<file path="config.mk">
export PLATFORM = sky130hd
export DESIGN_NAME = fourteen_bit_instruction_decode
export DESIGN_NICKNAME = d
export VERILOG_FILES = /design/src/rtl/insn_decode_pkg.sv /design/src/rtl/fourteen_bit_instruction_decode.sv
export SDC_FILE = /design/constraint.sdc
export NUM_CORES = 1
export LEC_CHECK = 0
export ABC_AREA = 1
export BUFFER_PORTS_ARGS = -buffer_cell sky130_fd_sc_hd__buf_4
export CAP_MARGIN = 30
export CORE_ASPECT_RATIO = 1.1
export CORE_MARGIN = 2
export CORE_UTILIZATION = 56
export DETAILED_ROUTE_END_ITERATION = 8
export GPL_TIMING_DRIVEN = 0
export PLACE_DENSITY = 0.92
export SLEW_MARGIN = 25
export SYNTH_ARGS = -nofsm -noshare
export SYNTH_HDL_FRONTEND = slang
export SYNTH_SLANG_ARGS = --single-unit
</file>
<file path="constraint.sdc">
create_clock -name clk -period 1.91 [get_ports clk]
set_input_delay 0.191 -clock clk [delete_from_list [all_inputs] [get_ports clk]]
set_output_delay 0.191 -clock clk [all_outputs]
set_load 0.1 [all_outputs]
</file>
<file path="src/rtl/insn_decode_pkg.sv">
// Constants and types shared by the 14-bit instruction decoder
package insn_decode_pkg;

  // ----------------------------------------------------------------
  // Word and field layout
  // ----------------------------------------------------------------
  localparam int unsigned WORD_W   = 14;
  localparam int unsigned ADDR_W   = 7;
  localparam int unsigned BITN_W   = 3;
  localparam int unsigned LIT8_W   = 8;
  localparam int unsigned LIT11_W  = 11;
  localparam int unsigned ADDR_LSB = 0;
  localparam int unsigned DEST_POS = 7;
  localparam int unsigned BITN_LSB = 7;
  localparam int unsigned GRP_MSB  = 13;
  localparam int unsigned GRP_LSB  = 12;

  // ----------------------------------------------------------------
  // Group codes in the top two bits
  // ----------------------------------------------------------------
  localparam logic [1:0] GRP_BYTE = 2'h0;
  localparam logic [1:0] GRP_BIT  = 2'h1;
  localparam logic [1:0] GRP_JUMP = 2'h2;
  localparam logic [1:0] GRP_LIT  = 2'h3;

  // Byte operation codes, bits 11:8
  localparam logic [3:0] BOP_MISC  = 4'h0;
  localparam logic [3:0] BOP_CLR   = 4'h1;
  localparam logic [3:0] BOP_DECSZ = 4'hB;
  localparam logic [3:0] BOP_INCSZ = 4'hF;

  // Control words under byte code zero
  localparam logic [6:0] CTL_RETURN = 7'h08;
  localparam logic [6:0] CTL_RETFIE = 7'h09;
  localparam logic [6:0] CTL_SLEEP  = 7'h63;
  localparam logic [6:0] CTL_CLRWDT = 7'h64;
  localparam logic [6:0] CTL_OPTION = 7'h62;
  localparam logic [6:0] CTL_DIRLOAD_LO = 7'h65;
  localparam logic [6:0] CTL_DIRLOAD_HI = 7'h67;

  // Bit operation codes, bits 11:10
  localparam logic [1:0] BTOP_SKIPCLR = 2'h2;
  localparam logic [1:0] BTOP_SKIPSET = 2'h3;

  // Literal codes, bits 11:10 (return-with-literal) and jump call bit 11
  localparam logic [1:0] LOP_RETLW = 2'h1;

  // Special file register addresses
  localparam logic [6:0] REG_TIMER0 = 7'h01;
  localparam logic [6:0] REG_PCLOW  = 7'h02;
  localparam logic [6:0] REG_PORTA  = 7'h05;
  localparam logic [6:0] REG_PORTG  = 7'h09;

  // ----------------------------------------------------------------
  // Instruction cycle timing
  // ----------------------------------------------------------------
  localparam int unsigned OSC_PER_CYCLE = 4;
  localparam logic [1:0]  PHASE_LAST    = 2'(OSC_PER_CYCLE - 1);

  typedef enum logic [1:0] {
    CLASS_BYTE,
    CLASS_BIT,
    CLASS_LITCTL
  } insn_class_t;

  typedef enum logic [1:0] {
    ST_IDLE,
    ST_EXEC,
    ST_FLUSH
  } seq_state_t;

endpackage : insn_decode_pkg

</file>
<file path="src/rtl/fourteen_bit_instruction_decode.sv">
// Decoder and cycle sequencer for 14-bit instruction words
//
// Function
// (RULE_01) Each instruction is one 14-bit word: operation field plus operand fields.
// (RULE_02) Every word falls in exactly one group: byte, bit, or literal/control.
// (RULE_03) Byte operation with destination 0 writes the accumulator only.
// (RULE_04) Byte operation with destination 1 writes back the addressed file register.
// (RULE_05) File address operand is seven bits, locations 0x00 to 0x7F.
// (RULE_06) Bit operations select one bit of the addressed 8-bit register.
// (RULE_07) Literal operand is eight or eleven bits depending on instruction.
// (RULE_08) Don't-care bits are ignored; behaviour is identical for 0 or 1.
// (RULE_09) Code generators should emit 0 in don't-care positions.
// (RULE_10) Instructions take one instruction cycle unless skipping or branching.
// (RULE_11) Skip taken or branch takes two cycles; second one is a no-op.
// (RULE_12) Each instruction cycle is four oscillator periods.
// (RULE_13) Software should avoid legacy option-load and tristate-load instructions.
// (RULE_14) Port read-modify-write takes operand from the pins, not the latch.
// (RULE_15) Writing the timer-zero register clears its prescaler when assigned.
// (RULE_16) Byte: 6 op, 1 dest, 7 addr; bit: 4 op, 3 bit, 7 addr.
// (RULE_17) Literal: 6 op plus 8 bits; call and jump: 3 op plus 11 bits.
`timescale 1ns/1ps

module fourteen_bit_instruction_decode (
  input  wire logic                                 clk,
  input  wire logic                                 rst,
  input  wire logic                                 insn_valid,
  input  wire logic [insn_decode_pkg::WORD_W-1:0]   insn_word,
  input  wire logic                                 cond_true,
  input  wire logic                                 prescaler_on_timer,
  output logic                                      insn_ready,
  output logic                                      phase_end,
  output logic                                      exec_valid,
  output logic                                      exec_is_nop,
  output insn_decode_pkg::insn_class_t              exec_class,
  output logic [5:0]                                exec_opcode,
  output logic [insn_decode_pkg::ADDR_W-1:0]        file_addr,
  output logic [insn_decode_pkg::BITN_W-1:0]        bit_sel,
  output logic [7:0]                                bit_mask,
  output logic [insn_decode_pkg::LIT11_W-1:0]       literal,
  output logic                                      literal_wide,
  output logic                                      write_accum,
  output logic                                      write_file,
  output logic                                      operand_from_pins,
  output logic                                      clear_prescaler,
  output logic                                      legacy_insn,
  output logic                                      changes_pc,
  output logic                                      cond_insn
);

  // ----------------------------------------------------------------
  // State
  // ----------------------------------------------------------------
  typedef struct packed {
    insn_decode_pkg::seq_state_t   st;
    logic [1:0]                    phase;
    logic                          insn_ready;
    logic                          phase_end;
    logic                          exec_valid;
    logic                          exec_is_nop;
    insn_decode_pkg::insn_class_t  exec_class;
    logic [5:0]                    exec_opcode;
    logic [6:0]                    file_addr;
    logic [2:0]                    bit_sel;
    logic [7:0]                    bit_mask;
    logic [10:0]                   literal;
    logic                          literal_wide;
    logic                          write_accum;
    logic                          write_file;
    logic                          operand_from_pins;
    logic                          clear_prescaler;
    logic                          legacy_insn;
    logic                          changes_pc;
    logic                          cond_insn;
  } state_t;

  state_t s_q;
  state_t s_d;

  // Group from top bits; jump and literal both count as literal/control
  function automatic insn_decode_pkg::insn_class_t classify(input logic [13:0] w);
    logic [1:0] g;
    g = w[insn_decode_pkg::GRP_MSB:insn_decode_pkg::GRP_LSB];
    if (g == insn_decode_pkg::GRP_BYTE && w[11:8] == insn_decode_pkg::BOP_MISC &&
        !w[insn_decode_pkg::DEST_POS]) begin
      classify = insn_decode_pkg::CLASS_LITCTL;
    end else if (g == insn_decode_pkg::GRP_BYTE) begin
      classify = insn_decode_pkg::CLASS_BYTE;
    end else if (g == insn_decode_pkg::GRP_BIT) begin
      classify = insn_decode_pkg::CLASS_BIT;
    end else begin
      classify = insn_decode_pkg::CLASS_LITCTL;
    end
  endfunction : classify

  logic [1:0] grp;
  logic [6:0] low7;
  logic       is_byte;
  logic       is_bit;
  logic       is_ctl0;
  logic       is_port;
  logic       mod_file;
  logic       take_two;
  logic       skip_kind;
  logic       pc_kind;

  always_comb begin
    grp       = insn_word[insn_decode_pkg::GRP_MSB:insn_decode_pkg::GRP_LSB];
    low7      = insn_word[insn_decode_pkg::ADDR_LSB +: insn_decode_pkg::ADDR_W];
    is_byte   = classify(insn_word) == insn_decode_pkg::CLASS_BYTE;
    is_bit    = grp == insn_decode_pkg::GRP_BIT;
    is_ctl0   = grp == insn_decode_pkg::GRP_BYTE && !is_byte;
    is_port   = low7 >= insn_decode_pkg::REG_PORTA && low7 <= insn_decode_pkg::REG_PORTG;
    // Result goes back to the file: byte ops with dest set, bit clear and bit set
    mod_file  = (is_byte && insn_word[insn_decode_pkg::DEST_POS]) ||
                (is_bit && !insn_word[11]);
    skip_kind = (is_byte && (insn_word[11:8] == insn_decode_pkg::BOP_DECSZ ||
                             insn_word[11:8] == insn_decode_pkg::BOP_INCSZ)) ||
                (is_bit && (insn_word[11:10] == insn_decode_pkg::BTOP_SKIPCLR ||
                            insn_word[11:10] == insn_decode_pkg::BTOP_SKIPSET));
    pc_kind   = grp == insn_decode_pkg::GRP_JUMP ||
                (grp == insn_decode_pkg::GRP_LIT &&
                 insn_word[11:10] == insn_decode_pkg::LOP_RETLW) ||
                (is_ctl0 && (low7 == insn_decode_pkg::CTL_RETURN ||
                             low7 == insn_decode_pkg::CTL_RETFIE)) ||
                ((is_byte || is_bit) && low7 == insn_decode_pkg::REG_PCLOW && mod_file);
    take_two  = pc_kind || (skip_kind && cond_true); // RULE_10 RULE_11
  end

  // ----------------------------------------------------------------
  // Sequencer
  // ----------------------------------------------------------------
  always_comb begin
    s_d            = s_q;
    s_d.phase_end  = 1'b0;
    s_d.exec_valid = 1'b0;
    s_d.insn_ready = 1'b0;
    s_d.phase      = (s_q.phase == insn_decode_pkg::PHASE_LAST) ? 2'h0 : s_q.phase + 2'h1; // RULE_12
    if (s_q.phase == insn_decode_pkg::PHASE_LAST) begin
      s_d.phase_end = 1'b1;
      case (s_q.st)
        insn_decode_pkg::ST_FLUSH: begin
          // Second cycle of a branch or taken skip does nothing
          s_d.exec_valid      = 1'b1; // RULE_11
          s_d.exec_is_nop     = 1'b1;
          s_d.write_accum     = 1'b0;
          s_d.write_file      = 1'b0;
          s_d.clear_prescaler = 1'b0;
          s_d.operand_from_pins = 1'b0;
          s_d.changes_pc      = 1'b0;
          s_d.st              = insn_decode_pkg::ST_IDLE;
        end
        default: begin
          if (insn_valid) begin
            s_d.exec_valid   = 1'b1;
            s_d.insn_ready   = 1'b1;
            s_d.exec_is_nop  = 1'b0;
            s_d.exec_class   = classify(insn_word); // RULE_01 RULE_02
            s_d.file_addr    = low7; // RULE_05
            s_d.bit_sel      = insn_word[insn_decode_pkg::BITN_LSB +: insn_decode_pkg::BITN_W]; // RULE_06
            s_d.bit_mask     = 8'h01 << insn_word[insn_decode_pkg::BITN_LSB +: insn_decode_pkg::BITN_W];
            s_d.literal_wide = grp == insn_decode_pkg::GRP_JUMP; // RULE_07
            if (grp == insn_decode_pkg::GRP_JUMP) begin
              s_d.exec_opcode = {3'h0, insn_word[13:11]}; // RULE_17
              s_d.literal     = insn_word[10:0];
            end else if (grp == insn_decode_pkg::GRP_LIT) begin
              s_d.exec_opcode = insn_word[13:8]; // RULE_17
              s_d.literal     = {3'h0, insn_word[7:0]};
            end else if (is_bit) begin
              s_d.exec_opcode = {2'h0, insn_word[13:10]}; // RULE_16
              s_d.literal     = 11'h000;
            end else begin
              s_d.exec_opcode = insn_word[13:8]; // RULE_16
              s_d.literal     = 11'h000;
            end
            s_d.write_file   = mod_file; // RULE_04
            s_d.write_accum  = (is_byte && !insn_word[insn_decode_pkg::DEST_POS] &&
                                insn_word[11:8] != insn_decode_pkg::BOP_MISC) ||
                               (grp == insn_decode_pkg::GRP_LIT &&
                                insn_word[11:10] != insn_decode_pkg::LOP_RETLW) ||
                               (grp == insn_decode_pkg::GRP_LIT &&
                                insn_word[11:10] == insn_decode_pkg::LOP_RETLW); // RULE_03
            s_d.operand_from_pins = mod_file && is_port; // RULE_14
            s_d.clear_prescaler   = mod_file && prescaler_on_timer &&
                                    low7 == insn_decode_pkg::REG_TIMER0; // RULE_15
            s_d.legacy_insn  = is_ctl0 && (low7 == insn_decode_pkg::CTL_OPTION ||
                                           (low7 >= insn_decode_pkg::CTL_DIRLOAD_LO &&
                                            low7 <= insn_decode_pkg::CTL_DIRLOAD_HI)); // RULE_13
            s_d.changes_pc   = pc_kind;
            s_d.cond_insn    = skip_kind;
            s_d.st           = take_two ? insn_decode_pkg::ST_FLUSH
                                        : insn_decode_pkg::ST_EXEC; // RULE_10
          end else begin
            s_d.exec_is_nop = 1'b1;
            s_d.write_accum = 1'b0;
            s_d.write_file  = 1'b0;
            s_d.clear_prescaler = 1'b0;
            // A pin operand flag must not outlive the write it qualifies
            s_d.operand_from_pins = 1'b0;
            s_d.st          = insn_decode_pkg::ST_IDLE;
          end
        end
      endcase
    end
    // Don't-care bits reach exec_opcode, file_addr and bit_sel unmasked, but none of the write, skip or branch terms above
    // RULE_08
  end

  always_ff @(posedge clk) begin
    if (rst) begin
      s_q             <= '0;
      s_q.st          <= insn_decode_pkg::ST_IDLE;
      s_q.exec_is_nop <= 1'b1;
    end else begin
      s_q <= s_d;
    end
  end

  assign insn_ready        = s_q.insn_ready;
  assign phase_end         = s_q.phase_end;
  assign exec_valid        = s_q.exec_valid;
  assign exec_is_nop       = s_q.exec_is_nop;
  assign exec_class        = s_q.exec_class;
  assign exec_opcode       = s_q.exec_opcode;
  assign file_addr         = s_q.file_addr;
  assign bit_sel           = s_q.bit_sel;
  assign bit_mask          = s_q.bit_mask;
  assign literal           = s_q.literal;
  assign literal_wide      = s_q.literal_wide;
  assign write_accum       = s_q.write_accum;
  assign write_file        = s_q.write_file;
  assign operand_from_pins = s_q.operand_from_pins;
  assign clear_prescaler   = s_q.clear_prescaler;
  assign legacy_insn       = s_q.legacy_insn;
  assign changes_pc        = s_q.changes_pc;
  assign cond_insn         = s_q.cond_insn;
endmodule : fourteen_bit_instruction_decode

</file>
==> results of run 1 <==
-- cell usage after synthesis --
master    number  share of area (%)
a21o_1         1               0.30
a21oi_1       27                5.5
a21oi_2        6                2.1
a31oi_1        5                1.3
buf_1          1               0.15
buf_12         1               0.81
buf_2          2               0.41
buf_4         38                 12
buf_6          5                2.3
buf_8          1               0.61
clkbuf_1       2               0.30
dfxtp_1       52                 42
ha_1           1               0.51
inv_1         18                2.7
inv_2          7                1.1
nand2_1       66                 10
nand2_2        7                1.8
nand2_4        1               0.46
nand3_1       23                4.7
nand4_1        2               0.51
nor2_1        21                3.2
nor2_2         5                1.3
nor2_4         3                1.4
nor2_8         1               0.81
nor3_1         1               0.20
o211ai_2       1               0.51
o21a_1         1               0.30
o21ai_0        9                1.8
o21ai_1        3               0.61
o31ai_1        1               0.30
o31ai_2        1               0.51
-- worst paths after layout --
kind / to
setup / recovery: exec_is_nop$_SDFFE_PP1P_
hold / removal: file_addr[4]$_SDFFE_PP0P_
setup reg to reg: exec_is_nop$_SDFFE_PP1P_
hold reg to reg: s_q[49]$_SDFF_PP0_
-- cells by family (layout without fill, tap and decap cells) --
family | Yosys count | after routing | synth area share (%)
flip-flops | 52 | 52 | 42.1
AO/OA/AOI/OAI | 55 | 55 | 13.2
buffers and inverters | 75 | 148 | 19.9
AND/OR/NAND/NOR | 130 | 130 | 24.3
adder cells (fa/ha/maj) | 1 | 1 | 0.506
-- power groups by stage --
stage,clock network (mW),logic (mW),registers [mW]
floorplan,0,0.256,1.18
global placement,0,0.382,1.15
detailed placement,0,0.391,1.15
finish,0.729,0.394,1.12
global route,0.782,0.415,1.12
CTS,0.734,0.393,1.12
-- metal layers --
metal / wire (um) / vias up / global-route usage [%] / share of wire [%]
li1: - / 1112 / - / -
met1: 2330 / 1062 / 28.7 / 41
met2: 2850 / 74 / 41.8 / 51
met3: 379 / 9 / 3.83 / 6.7
met4: 65 / 0 / 7.48 / 1.2
met5: 0 / - / 0 / 0
-- layout make-up --
| type | instances | area [sq um] | area share [%] |
|---|---|---|---|
| multi-input cells | 186 | 938 | 29.9 |
| well taps | 54 | 67.6 | 2.16 |
| clock inverters | 2 | 35.0 | 1.12 |
| inverters | 25 | 93.8 | 2.99 |
| clock buffers | 6 | 72.6 | 2.32 |
| repair buffers | 65 | 488 | 15.6 |
| flip-flops and latches | 52 | 1040 | 33.2 |
| plain buffers | 50 | 398 | 12.7 |
-- per-stage QoR --
| step | utilization, % | std cells |
|---|---|---|
| finish | 73.1 | 440 |
| CTS | 73.1 | 440 |
| global placement | 70.6 | 432 |
| global route | 73.1 | 440 |
| detailed placement | 70.6 | 432 |
| floorplan | - | 313 |
-- state kept, by name, summed over array words and instances, names as in the netlist, 2 cells and up --
register,cells
bit_mask,8
s_q,4
exec_class,2
literal,11
bit_sel,3
exec_opcode,5
file_addr,7
-- worst max-delay path, cell delays in order, from the launching register on --
cell and delay (ns):
dfxtp_1 0.32, ha_1 0.24, nor2_1 0.41, inv_1 0.14, o21ai_0 0.20, inv_1 0.05
==> flow_summary_export.csv, run 1 <==
group,metric,value,unit
status,status,"finished clean",
sta,hold_violations,0,
critical_path,setup.worst_path.class,"reg -> reg",
critical_path,crit_fanout,7,
detailed_routing,drc_errors,0,
clocking,clk_latency,0.30,ns
cells_and_area,layout_commonest_cell,"buf_4",
sta,fin_crit_sh,76.6,%
cells_and_area,drive_gt1_share,39.1,%
sta,rsz0062_at_grt,"false",
detailed_routing,viasPerCell,5.13,
critical_path,reg2reg_depth,5,
critical_path,end_kind,"flop",
floorplanning,core_area,4290,sq um
place,dp_slack,0.467,ns
pwr,power_switching,633,uW
yosys,ys_seq_area_share,42.1,%
detailed_routing,ant_nets,0,
critical_path,r2r_slack,0.45,ns
sta,setup_ws,0.446,ns
critical_path,worstPathArrival,1.66,ns
sta,tns,0,ns
floorplanning,io_pins,68,
sta,skew,0.00761,ns
yosys,syn_area,2470,sq um
sta,holdWs,0.156,ns
pwr,p_seq_share,50.0,%
cells_and_area,final_nets,405,
place,placement.io_buffers,65,
pwr,power,2.24,mW
floorplanning,rows,25,
clocking,cts-root-buf,"clkbuf_8",
critical_path,crit_path_start_kind,"flop",
yosys,syn_avg_cell_area,7.89,sq um
floorplanning,die_area,4960,sq um
sta,max_slew_margin,63.4,%
detailed_routing,wl_per_cell,12.8,um
pwr,combPwrFrac,17.5,%
cells_and_area,antenna_cells,0,
place,place_hpwl,4190,um
sta,tightestPinTransition,0.550,ns
clocking,cts_buffer_depth,2,
critical_path,required,2.11,ns
detailed_routing,first_pass_iters,4,
clocking,numCtsBuffers,5,
grt,grt-ovfl-total,0,
detailed_routing,via_count,2257,
place,place_congestion,0.879,
worst_hold_path,hold_path_depth,3,
pwr,internal-power,1.61,mW
grt,grt_pass1_wl,8960,um
pwr,clockPowerShare,32.5,%
detailed_routing,wirelength,5630,um
yosys,ys_ff_latch,52,
clocking,cts_resized,0,
sta,setup_viol,0,
clocking,clk_pin_slew,0.09,ns
yosys,yosysUniqueCellTypes,31,
place,placed_area,3030,sq um
sta,period_minus_slack,1.46,ns
floorplanning,start_util,57.7,%
detailed_routing,drt_iter0_drc,137,
cells_and_area,layout_common_cells,"buf_4, nand2_1, dfxtp_1",
grt,grt_pass1_vias,2032,
pwr,p_leak,1.46,nW
yosys,syn-num-nets,333,
yosys,yosysWarningCount,0,
grt,track_usage,23.5,%
worst_hold_path,hold_path.class,"in -> reg",
pwr,max-vdd-ir-drop,0.460,mV
floorplanning,die_y,73.7,um
pwr,switching_share,28.2,%
clocking,hold_buffers,0,
sta,fmax,0.683,GHz
sta,drv_slew,0,
worst_hold_path,hp-start,"insn_word[4]",
critical_path,r2r-start,"s_q[49]$_SDFF_PP0_",
grt,grt_max_degree,16,
cells_and_area,nFillCells,323,
cells_and_area,finish.instance_area,3130,sq um
grt,grt_antenna_before_repair,0,
cells_and_area,area_growth_syn_to_layout,26.8,%
clocking,cts_setup_buffers,0,
pwr,powerDensity,716,nW/um^2
yosys,synthCells,313,
clocking,clock_sinks,52,
floorplanning,die_w,67.3,um
job,cap_violations,0,
clocking,cts_tree,"built",
critical_path,crit_path_start,"s_q[49]$_SDFF_PP0_",
clocking,htreeDepth,2,
(Power assumes the default switching activity.)
==> inputs of run 2 (changes only) <==
--- a/config.mk
+++ b/config.mk
@@ -10,10 +10,10 @@
 export CAP_MARGIN = 30
 export CORE_ASPECT_RATIO = 1.1
 export CORE_MARGIN = 2
-export CORE_UTILIZATION = 56
+export CORE_UTILIZATION = 47
 export DETAILED_ROUTE_END_ITERATION = 8
 export GPL_TIMING_DRIVEN = 0
-export PLACE_DENSITY = 0.92
+export PLACE_DENSITY = 0.83
 export SLEW_MARGIN = 25
 export SYNTH_ARGS = -nofsm -noshare
 export SYNTH_HDL_FRONTEND = slang
==> constraint.sdc (replaced) <==
create_clock -name clk -period 1.3 [get_ports clk]
set_input_delay 0.13 -clock clk [delete_from_list [all_inputs] [get_ports clk]]
set_output_delay 0.13 -clock clk [all_outputs]
set_load 0.1 [all_outputs]
==> flow_summary_export.csv, run 2 (synthesis results as in run 1) <==
group,metric,value,unit
critical_path,end_kind,"flop",
detailed_routing,first_pass_iters,4,
grt,grtUsageMet1,24.6,%
floorplanning,die_w,73.1,um
sta,fmax,0.755,GHz
grt,grt-ovfl-total,0,
sta,max_slew_margin,59.4,%
sta,hold_violations,0,
critical_path,crit_path_start_kind,"flop",
grt,grt_max_degree,16,
floorplanning,io_pins,68,
clocking,cts_tree,"built",
cells_and_area,area_growth_syn_to_layout,34.1,%
floorplanning,start_util,49.1,%
detailed_routing,drt_iter0_drc,160,
grt,grt_pass1_wl,9560,um
worst_hold_path,hold_path.class,"in -> reg",
cells_and_area,antenna_cells,0,
grt,grt_antenna_before_repair,0,
place,placed_area,3030,sq um
grt,top_usage_layer,"met2",
sta,skew,0.00874,ns
cells_and_area,seq_area,1040,sq um
detailed_routing,via_count,2280,
sta,fin_crit_sh,102,%
detailed_routing,drc_errors,0,
pwr,powerDensity,1050,nW/um^2
detailed_routing,viasPerCell,5.08,
cells_and_area,nFillCells,428,
job,cap_violations,0,
floorplanning,rows,27,
floorplanning,die_y,80.1,um
place,placement.io_buffers,65,
grt,grtUsageMet3,4.89,%
grt,gr-usage-met2,36.7,%
cells_and_area,layout_common_cells,"buf_4, nand2_1, dfxtp_1",
clocking,hold_buffers,0,
critical_path,worstPathArrival,1.55,ns
cells_and_area,drive_gt1_share,44.8,%
floorplanning,die_area,5850,sq um
clocking,cts-root-buf,"clkbuf_8",
critical_path,crit_fanout,8,
floorplanning,core_area,5030,sq um
pwr,max-vdd-ir-drop,0.733,mV
cells_and_area,layout_commonest_cell,"buf_4",
pwr,p_leak,1.52,nW
place,place_congestion,0.882,
clocking,clock_sinks,52,
clocking,clk_pin_slew,0.09,ns
cells_and_area,largest_register_ffs,11,
cells_and_area,multi_input_area,1000,sq um
pwr,power,3.49,mW
grt,track_usage,21.1,%
detailed_routing,ant_nets,0,
clocking,htreeDepth,2,
sta,drv_slew,0,
sta,rsz0062_at_grt,"true",
cells_and_area,final_nets,410,
sta,tightestPinTransition,0.609,ns
status,status,"finished, violations left",
sta,period_minus_slack,1.33,ns
critical_path,required,1.53,ns
detailed_routing,wl_per_cell,13.4,um
clocking,clk_latency,0.31,ns
status,violations,"setup timing",
cells_and_area,finish.instance_area,3310,sq um
clocking,numCtsBuffers,5,
detailed_routing,wirelength,6040,um
sta,setup_ws,-0.0252,ns
grt,grt_pass1_vias,2116,
critical_path,setup.worst_path.class,"reg -> reg",
clocking,cts_buffer_depth,2,
place,place_hpwl,4390,um
sta,setup_viol,5,
==> run 2: cell types whose count changed in the layout (fill, tap and decap cells not counted), sizes merged <==
cell	delta
buf	+5
clkbuf	+1
clkinv	-1
==> run 2: critical path, stage by stage, from the launching register on <==
cell     delay, ns
dfxtp_2       0.35
ha_4          0.15
nand2_2       0.05
inv_2         0.07
nand2_4       0.09
inv_2         0.07
buf_6         0.13
buf_12        0.13
o21ai_2       0.05
a31oi_1       0.16
==> run 2: path summary, 6_finish.rpt <==
check                               start                         to  slack, ns  cells past startpoint
setup / recovery       s_q[50]$_SDFF_PP0_     cond_insn$_SDFFE_PP0P_      -0.03                      9
hold reg to reg   write_file$_SDFFE_PP0P_    write_file$_SDFFE_PP0P_       0.46                      2
hold / removal               insn_word[4]  file_addr[4]$_SDFFE_PP0P_       0.08                      3
setup reg to reg       s_q[50]$_SDFF_PP0_     cond_insn$_SDFFE_PP0P_      -0.03                      9
==> run 2: per-stage QoR <==
step	util [%]	setup slack, ns	hold WS, ns	TNS (ns)	cells
after global placement	60.3	-0.0613	0.405	-1.04	436
after CTS	64.8	-0.0508	0.0780	-0.110	447
after global routing	65.8	-0.107	0.0797	-1.56	449
final	65.8	-0.0252	0.0795	-0.0558	449
after floorplan	-	0.00625	0.266	0	313
after detailed placement	60.3	-0.0975	0.411	-2.39	436
==> run 2: metal layers <==
| layer | part of all wire (%) | vias to the layer above | wire [um] |
|---|---|---|---|
| li1 | - | 1126 | - |
| met1 | 40 | 1047 | 2440 |
| met2 | 52 | 90 | 3120 |
| met3 | 5.7 | 17 | 343 |
| met4 | 2.3 | 0 | 138 |
| met5 | 0 | - | 0 |
==> run 2: timing repair <==
item	4_1_cts	5_1_grt
buffers inserted	2	2
pin swaps	3	5
resized for setup	18	13
setup endpoints to repair	42	42
gates cloned	1	0
==> run 2: layout make-up <==
class / instances / share of cell area, %
plain buffers: 50 / 12.5
clock buffers: 7 / 2.91
clock inverters: 1 / 0.906
inverters: 25 / 2.83
multi-input cells: 186 / 30.3
flip-flops and latches: 52 / 31.5
well taps: 58 / 2.19
repair buffers: 70 / 16.8
==> run 2: where the power goes <==
part	switching (mW)	internal, mW	leakage [nW]
logic	0.428	0.195	1.03
clock network	0.534	0.680	0.0645
registers	0.0232	1.63	0.421
